`config.mk`:
```
export PLATFORM = sky130hd
export DESIGN_NAME = ifsl_link
export DESIGN_NICKNAME = d
export VERILOG_FILES = /design/src/shared/ifsl_pkg.sv /design/src/hw/ifsl_link.sv /design/src/hw/ifsl_route.sv /design/src/hw/ifsl_sync.sv
export VERILOG_INCLUDE_DIRS = /design/src /design/src/shared
export SDC_FILE = /design/constraint.sdc
export NUM_CORES = 1
export LEC_CHECK = 0
export ABC_AREA = 1
export ABC_CLOCK_PERIOD_IN_PS = 1650
export BUFFER_PORTS_ARGS = -buffer_cell sky130_fd_sc_hd__buf_2
export CAP_MARGIN = 5
export CORE_UTILIZATION = 40
export CTS_CLUSTER_DIAMETER = 80
export DETAILED_ROUTE_END_ITERATION = 6
export PLACE_DENSITY = 0.63
export SYNTH_ARGS = -nofsm -noshare
export SYNTH_HDL_FRONTEND = slang
export SYNTH_SLANG_ARGS = --single-unit
```
`constraint.sdc`:
```
create_clock -name clk_i -period 1.65 [get_ports clk_i]
set_input_delay 0.4125 -clock clk_i [delete_from_list [all_inputs] [get_ports clk_i]]
set_output_delay 0.4125 -clock clk_i [all_outputs]
set_load 0.05 [all_outputs]
```
`src/shared/ifsl_params.svh`:
```
// Timing counts, field positions and reset values of the isolated serial link
`ifndef IFSL_PARAMS_SVH
`define IFSL_PARAMS_SVH

`define IFSL_DATA_BITS 8
`define IFSL_FRAME_BITS 10
`define IFSL_START_VALUE 1'b0
`define IFSL_IDLE_VALUE 1'b1
`define IFSL_CHAN_FIRST 1'b0
`define IFSL_CHAN_SECOND 1'b1
`define IFSL_MODE_RESET_HOLD 8'h10
`define IFSL_MODE_RELEASE 8'h00
`define IFSL_SYNC_STAGES 2

`endif

```
`src/shared/ifsl_pkg.sv`:
```
// Types shared by the isolated serial link design
package ifsl_pkg;

  typedef logic [7:0] ifsl_byte_type;

  typedef enum logic [1:0]
  {
    IFSL_TX_IDLE = 2'b00,
    IFSL_TX_SHIFT = 2'b01,
    IFSL_TX_DONE = 2'b10
  } ifsl_tx_state_type;

  typedef enum logic [1:0]
  {
    IFSL_RX_IDLE = 2'b00,
    IFSL_RX_SHIFT = 2'b01,
    IFSL_RX_HOLD = 2'b10
  } ifsl_rx_state_type;

endpackage

```
`src/hw/ifsl_link.sv`:
```
// Isolated fast serial link engine, device side
//
// Summary of operation
// - Four wires: clock, out, in, clear-to-send
// - Serial mode moves second channel pins to link
// - Mode 10 holds reset; 0 releases it
// - Mode comes from configuration memory straps
// - Frame starts with low start bit
// - No outbound start during inbound frame
// - Outbound data shifts least significant first
// - Last outbound bit names source channel
// - Start bit drops clear-to-send next rising edge
// - Capture eight data bits, least significant first
// - Last inbound bit selects destination channel
// - Disabled destination redirects to other channel
// - No channel enabled disables the link
// - Clear-to-send low until byte accepted
`timescale 1ns/100ps
`include "ifsl_params.svh"
module ifsl_link
(
  input wire logic clk_i,
  input wire logic rst_n_i,
  input wire logic cfg_chan_a_serial_i,
  input wire logic cfg_chan_b_serial_i,
  input wire logic mode_write_i,
  input wire ifsl_pkg::ifsl_byte_type mode_value_i,
  output logic link_held_o,
  output logic link_active_o,
  output logic chan_b_pins_link_o,
  input wire logic tx_a_valid_i,
  input wire ifsl_pkg::ifsl_byte_type tx_a_data_i,
  output logic tx_a_ready_o,
  input wire logic tx_b_valid_i,
  input wire ifsl_pkg::ifsl_byte_type tx_b_data_i,
  output logic tx_b_ready_o,
  output logic rx_a_valid_o,
  output logic rx_b_valid_o,
  output ifsl_pkg::ifsl_byte_type rx_data_o,
  input wire logic rx_a_ready_i,
  input wire logic rx_b_ready_i,
  input wire logic link_clock_in_i,
  input wire logic serial_in_line_i,
  output logic serial_out_line_o,
  output logic inbound_clear_to_send_o
);
  import ifsl_pkg::*;

  // ****************************************************************
  // Configuration and pin synchronisation
  // ****************************************************************
  logic cfg_a_q;
  logic cfg_b_q;
  logic cfg_loaded_q;
  logic hold_q;
  logic link_enable;
  logic deliver_b;
  logic clk_level;
  logic clk_rise;
  logic clk_fall;
  logic din_level;
  logic rx_destination_channel_bit_q;

  // Straps are caught once after reset release
  always_ff @(posedge clk_i or negedge rst_n_i)
  begin
    if (!rst_n_i)
    begin
      cfg_a_q <= 1'b0;
      cfg_b_q <= 1'b0;
      cfg_loaded_q <= 1'b0;
    end
    else if (!cfg_loaded_q)
    begin
      cfg_a_q <= cfg_chan_a_serial_i;
      cfg_b_q <= cfg_chan_b_serial_i;
      cfg_loaded_q <= 1'b1;
    end
  end

  always_ff @(posedge clk_i or negedge rst_n_i)
  begin
    if (!rst_n_i)
    begin
      hold_q <= 1'b0;
    end
    else if (mode_write_i)
    begin
      if (mode_value_i == `IFSL_MODE_RESET_HOLD)
      begin
        hold_q <= 1'b1;
      end
      else if (mode_value_i == `IFSL_MODE_RELEASE)
      begin
        hold_q <= 1'b0;
      end
    end
  end

  ifsl_sync u_clk_sync
  (
    .clk_i(clk_i),
    .rst_n_i(rst_n_i),
    .async_i(link_clock_in_i),
    .level_o(clk_level),
    .rise_o(clk_rise),
    .fall_o(clk_fall)
  );

  ifsl_sync u_din_sync
  (
    .clk_i(clk_i),
    .rst_n_i(rst_n_i),
    .async_i(serial_in_line_i),
    .level_o(din_level),
    .rise_o(),
    .fall_o()
  );

  ifsl_route u_route
  (
    .chan_a_serial_i(cfg_a_q),
    .chan_b_serial_i(cfg_b_q),
    .destination_channel_bit_bit_i(rx_destination_channel_bit_q),
    .link_enable_o(link_enable),
    .deliver_b_o(deliver_b)
  );

  assign link_held_o = hold_q;
  assign link_active_o = link_enable && !hold_q;
  assign chan_b_pins_link_o = link_enable;

  // ****************************************************************
  // Inbound receiver
  // ****************************************************************
  ifsl_rx_state_type rx_state_q;
  logic [3:0] rx_count_q;
  ifsl_byte_type rx_shift_q;
  logic cts_q;
  logic rx_busy;

  // Inbound data is taken on rising edges of the link clock
  always_ff @(posedge clk_i or negedge rst_n_i)
  begin
    if (!rst_n_i)
    begin
      rx_state_q <= IFSL_RX_IDLE;
      rx_count_q <= 4'h0;
      rx_shift_q <= 8'h00;
      rx_destination_channel_bit_q <= 1'b0;
      cts_q <= 1'b0;
    end
    else if (!link_enable)
    begin
      rx_state_q <= IFSL_RX_IDLE;
      cts_q <= 1'b0;
    end
    else
    begin
      case (rx_state_q)
        IFSL_RX_IDLE:
        begin
          cts_q <= 1'b1;
          if (clk_rise && cts_q && din_level == `IFSL_START_VALUE)
          begin
            rx_state_q <= IFSL_RX_SHIFT;
            rx_count_q <= 4'h0;
            cts_q <= 1'b0;
          end
        end
        IFSL_RX_SHIFT:
        begin
          if (clk_rise)
          begin
            if (rx_count_q == 4'(`IFSL_DATA_BITS))
            begin
              rx_destination_channel_bit_q <= din_level;
              rx_state_q <= IFSL_RX_HOLD;
            end
            else
            begin
              rx_shift_q <= {din_level, rx_shift_q[7:1]};
              rx_count_q <= rx_count_q + 4'h1;
            end
          end
        end
        IFSL_RX_HOLD:
        begin
          if ((deliver_b && rx_b_ready_i) || (!deliver_b && rx_a_ready_i))
          begin
            rx_state_q <= IFSL_RX_IDLE;
          end
        end
        default:
        begin
          rx_state_q <= IFSL_RX_IDLE;
        end
      endcase
    end
  end

  assign rx_busy = rx_state_q == IFSL_RX_SHIFT;
  assign rx_data_o = rx_shift_q;
  assign rx_a_valid_o = (rx_state_q == IFSL_RX_HOLD) && !deliver_b;
  assign rx_b_valid_o = (rx_state_q == IFSL_RX_HOLD) && deliver_b;
  assign inbound_clear_to_send_o = cts_q;

  // ****************************************************************
  // Outbound transmitter
  // ****************************************************************
  ifsl_tx_state_type tx_state_q;
  logic [3:0] tx_count_q;
  logic [9:0] tx_frame_q;
  logic tx_out_q;
  logic tx_take;
  logic tx_pick_b;

  // Second channel is served first when both wait
  assign tx_pick_b = tx_b_valid_i;
  assign tx_take = (tx_state_q == IFSL_TX_IDLE) && link_active_o && clk_fall
    && !rx_busy && (tx_a_valid_i || tx_b_valid_i);
  assign tx_b_ready_o = tx_take && tx_pick_b;
  assign tx_a_ready_o = tx_take && !tx_pick_b;

  // Outbound bits change on falling edges so the far end samples on rise
  always_ff @(posedge clk_i or negedge rst_n_i)
  begin
    if (!rst_n_i)
    begin
      tx_state_q <= IFSL_TX_IDLE;
      tx_count_q <= 4'h0;
      tx_frame_q <= 10'h3ff;
      tx_out_q <= `IFSL_IDLE_VALUE;
    end
    else
    begin
      case (tx_state_q)
        IFSL_TX_IDLE:
        begin
          tx_out_q <= `IFSL_IDLE_VALUE;
          if (tx_take)
          begin
            tx_frame_q <= tx_pick_b
              ? {`IFSL_CHAN_SECOND, tx_b_data_i, `IFSL_START_VALUE}
              : {`IFSL_CHAN_FIRST, tx_a_data_i, `IFSL_START_VALUE};
            tx_out_q <= `IFSL_START_VALUE;
            tx_count_q <= 4'h1;
            tx_state_q <= IFSL_TX_SHIFT;
          end
        end
        IFSL_TX_SHIFT:
        begin
          if (clk_fall)
          begin
            tx_out_q <= tx_frame_q[tx_count_q];
            if (tx_count_q == 4'(`IFSL_FRAME_BITS - 1))
            begin
              tx_state_q <= IFSL_TX_DONE;
            end
            else
            begin
              tx_count_q <= tx_count_q + 4'h1;
            end
          end
        end
        IFSL_TX_DONE:
        begin
          if (clk_fall)
          begin
            tx_out_q <= `IFSL_IDLE_VALUE;
            tx_state_q <= IFSL_TX_IDLE;
          end
        end
        default:
        begin
          tx_state_q <= IFSL_TX_IDLE;
        end
      endcase
    end
  end

  assign serial_out_line_o = tx_out_q;

endmodule

```
`src/hw/ifsl_route.sv`:
```
// Channel enable resolution and inbound destination steering
`timescale 1ns/100ps
`include "ifsl_params.svh"
module ifsl_route
(
  input wire logic chan_a_serial_i,
  input wire logic chan_b_serial_i,
  input wire logic destination_channel_bit_bit_i,
  output logic link_enable_o,
  output logic deliver_b_o
);
  import ifsl_pkg::*;

  always_comb
  begin
    link_enable_o = chan_a_serial_i || chan_b_serial_i;
    if (destination_channel_bit_bit_i == `IFSL_CHAN_SECOND)
    begin
      deliver_b_o = chan_b_serial_i;
    end
    else
    begin
      deliver_b_o = !chan_a_serial_i;
    end
  end
endmodule

```
`src/hw/ifsl_sync.sv`:
```
// Two-stage synchroniser with rise and fall detection
`timescale 1ns/100ps
module ifsl_sync
(
  input wire logic clk_i,
  input wire logic rst_n_i,
  input wire logic async_i,
  output logic level_o,
  output logic rise_o,
  output logic fall_o
);
  import ifsl_pkg::*;

  logic meta_q;
  logic sync_q;
  logic last_q;
  logic [1:0] fill_q;

  always_ff @(posedge clk_i or negedge rst_n_i)
  begin
    if (!rst_n_i)
    begin
      meta_q <= 1'b1;
      sync_q <= 1'b1;
      last_q <= 1'b1;
    end
    else
    begin
      meta_q <= async_i;
      sync_q <= meta_q;
      last_q <= sync_q;
    end
  end

  // Edges count only once the chain holds real pin samples
  always_ff @(posedge clk_i or negedge rst_n_i)
  begin
    if (!rst_n_i)
    begin
      fill_q <= 2'h0;
    end
    else if (fill_q != 2'h3)
    begin
      fill_q <= fill_q + 2'h1;
    end
  end

  assign level_o = sync_q;
  assign rise_o = (fill_q == 2'h3) && sync_q && !last_q;
  assign fall_o = (fill_q == 2'h3) && !sync_q && last_q;
endmodule

```
==> flow_metrics.env <==
export IMPL_die_area_um2=5880
export IMPL_diodes=0
export IMPL_portBuffers=51
export IMPL_die_x_um=76.7
export IMPL_start_util_pct=42.6
export IMPL_drcViolationCount=0
export IMPL_ios=52
export IMPL_clock_latency_ns=0.29
export IMPL_internal_power_mw=2.67
export IMPL_final_cell_mix="nand2_1 (56), buf_2 (45), inv_1 (33)"
export IMPL_synthTopCellsByArea="dfrtp_1 (31%), dfstp_2 (19%), nand2_1 (10%)"
export IMPL_place_congestion=0.769
export IMPL_final_common_cell="nand2_1"
export IMPL_place_area_um2=2800
export IMPL_crit_type="flop to output port"
export IMPL_synth_largest_area_cell="dfrtp_1"
export IMPL_pre_cts_ws_ns=-0.0877
export IMPL_clkPwrFrac_pct=14.8
export IMPL_p_switching_mw=2.04
export IMPL_max_cap_violations=0
export IMPL_grt_max_degree=45
export IMPL_total_power_mw=4.71
export IMPL_total_leakage_power_nw=1.50
export IMPL_rows=26
export IMPL_synth_cells=268
export IMPL_hold_viol=0
export IMPL_cts_tree="built"
export IMPL_synth_seq_cells=44
export IMPL_syn_area_um2=2230
export IMPL_synth_seq_area_share_pct=50.3
export IMPL_whs_ns=0.0756
export IMPL_cts_sinks=44
export IMPL_powerDensity_nw_per_um2=1540
export IMPL_status="complete, but fails checks"
export IMPL_drtPass1Iterations=4
export IMPL_cp_start_kind="flop"
export IMPL_syn_to_final_growth_pct=36.9
export IMPL_grt_pass1_vias=1897
export IMPL_cp_end_kind="output port"
export IMPL_worstHoldPathType="input port to async pin"
export IMPL_drv_slew=0
export IMPL_final_nets=395
export IMPL_skew_ns=0.00620
export IMPL_core_area_um2=5240
export IMPL_r2r_cells=8
export IMPL_fmax_mhz=509
export IMPL_setup_viol=2
export IMPL_switching_share_pct=43.3
export IMPL_ctsLongestPathBuffers=2
export IMPL_layout_min_cycle_time_ns=1.96
export IMPL_fin_crit_sh_pct=119
export IMPL_synth_cell_type_count=29
export IMPL_synth_warnings=0
export IMPL_setup_ws_ns=-0.313
export IMPL_syn_nets=312
export IMPL_ir_worst_vdd_mv=0.688
export IMPL_vias=1948
export IMPL_cp_max_fo=3
export IMPL_drive_gt1_share_pct=41.5
export IMPL_stdcell_area_um2=3050
export IMPL_antenna_found_initial=0
export IMPL_cts_root_buf="clkbuf_8"
export IMPL_drt_iter0_drc=67
export IMPL_p_seq_share_pct=35.4
export IMPL_pwr_share_comb_pct=49.8
export IMPL_grt_pass1_wl_um=8090
export IMPL_cp_data_arrival_time_ns=1.55
export IMPL_totalWireLength_um=4620
export IMPL_overflow=0
export IMPL_clk_pin_slew_worst_paths_ns=0.08
export IMPL_grt_usage_pct=17.1
export IMPL_htree_levels=2
export IMPL_cp_required_ns=1.24
export IMPL_die_h_um=76.7
export IMPL_viasPerCell=4.62
export IMPL_numCtsBuffers=5
export IMPL_syn_area_per_cell_um2=8.32
export IMPL_synth_top_area_share_pct=31.4
export IMPL_ant_nets=0
export IMPL_wire_per_inst_um=10.9
export IMPL_violations="setup timing"
export IMPL_rsz0062_at_grt="true"
export IMPL_hpwlAfterDp_um=3340
[worst paths after layout]
path	startpoint	end	slack [ns]
worst max-delay path	u_clk_sync.last_q	tx_a_ready_o	-0.31
worst min-delay path	rst_n_i	cfg_loaded_q	0.08
worst max register to register	u_clk_sync.last_q	tx_count_q[2]	0.04
worst min register to register	u_clk_sync.meta_q	u_clk_sync.level_o	0.36
max in group asynchronous	rst_n_i	tx_frame_q[4]	1.30
min in group clk_i	serial_in_line_i	u_din_sync.meta_q	0.21
[synthesized netlist by cell type, drive strengths merged]
cell	instances
nand2	62
dfrtp	28
dfstp	16
xnor2	1
buf	3
nor2	30
nand4	2
a32o	1
a22oi	1
a31oi	1
inv	47
xor2	3
o211ai	6
nand3	17
and2	1
ha	9
conb	1
or2	1
o21ai	20
nor3	4
a21oi	14
[power groups by stage]
| stage | combinational, mW | sequential (mW) | clock, mW |
|---|---|---|---|
| 3_3_place_gp | 2.10 | 1.67 | 0 |
| 4_1_cts | 2.20 | 1.67 | 0.726 |
| 6_report | 2.35 | 1.67 | 0.698 |
| 2_1_floorplan | 1.09 | 2.08 | 0 |
| 5_1_grt | 2.63 | 1.72 | 0.745 |
| 3_5_place_dp | 2.13 | 1.68 | 0 |
[cell families after synthesis]
family                   share of synthesized area [%]
XOR/XNOR                                          1.57
AND/OR/NAND/NOR                                   23.4
buffers and inverters                             8.86
flip-flops                                        50.3
adder cells (fa/ha/maj)                           5.05
AO/OA/AOI/OAI                                     10.7
other                                            0.168
[metal layers]
metal / global-route usage [%] / vias up / share of wire (%)
met5: 0 / - / 0
met4: 6.92 / 0 / 1.4
met3: 2.74 / 5 / 3.4
met2: 29.3 / 39 / 49
met1: 21.4 / 898 / 46
li1: - / 1006 / -
[state kept, by name, summed over array words and instances (netlist names), 2 cells and up]
| signal | flops |
|---|---|
| tx_state_q | 2 |
| u_clk_sync.fill_q | 2 |
| tx_frame_q | 10 |
| rx_state_q | 2 |
| tx_count_q | 4 |
| rx_count_q | 4 |
| rx_data_o | 8 |
[final cells by class]
| type | count | area (um2) |
|---|---|---|
| Tap cell | 70 | 87.6 |
| Inverter | 47 | 180 |
| Fill cell | 491 | 2180 |
| Timing Repair Buffer | 79 | 532 |
| Multi-Input combinational cell | 174 | 1040 |
| Clock inverter | 2 | 10.0 |
| Sequential cell | 44 | 1120 |
| Clock buffer | 6 | 82.6 |
[through the flow]
stage                     setup TNS, ns  utilization (%)  std cells
final                            -0.606             58.3        422
after global routing              -1.98             58.3        422
after CTS                        -0.622             56.5        421
after detailed placement         -0.233             53.5        410
after global placement           -0.137             53.5        410
after floorplan                  -0.218                -        268
[repair_timing]
| action | in CTS | in global routing |
|---|---|---|
| hold buffers | 0 | 0 |
| endpoints found under the setup margin | 9 | 33 |
| buffers inserted | 3 | 4 |
| gates resized for setup | 20 | 30 |
| pin swaps | 3 | 5 |
[critical path: stages, from the launching register on]
cell	delay, ns
dfstp_2	0.56
nand3_4	0.07
nor3_2	0.18
nand2_2	0.13
nor2_4	0.15
buf_8	0.15
No activity file was read; power rests on OpenSTA's default activity.
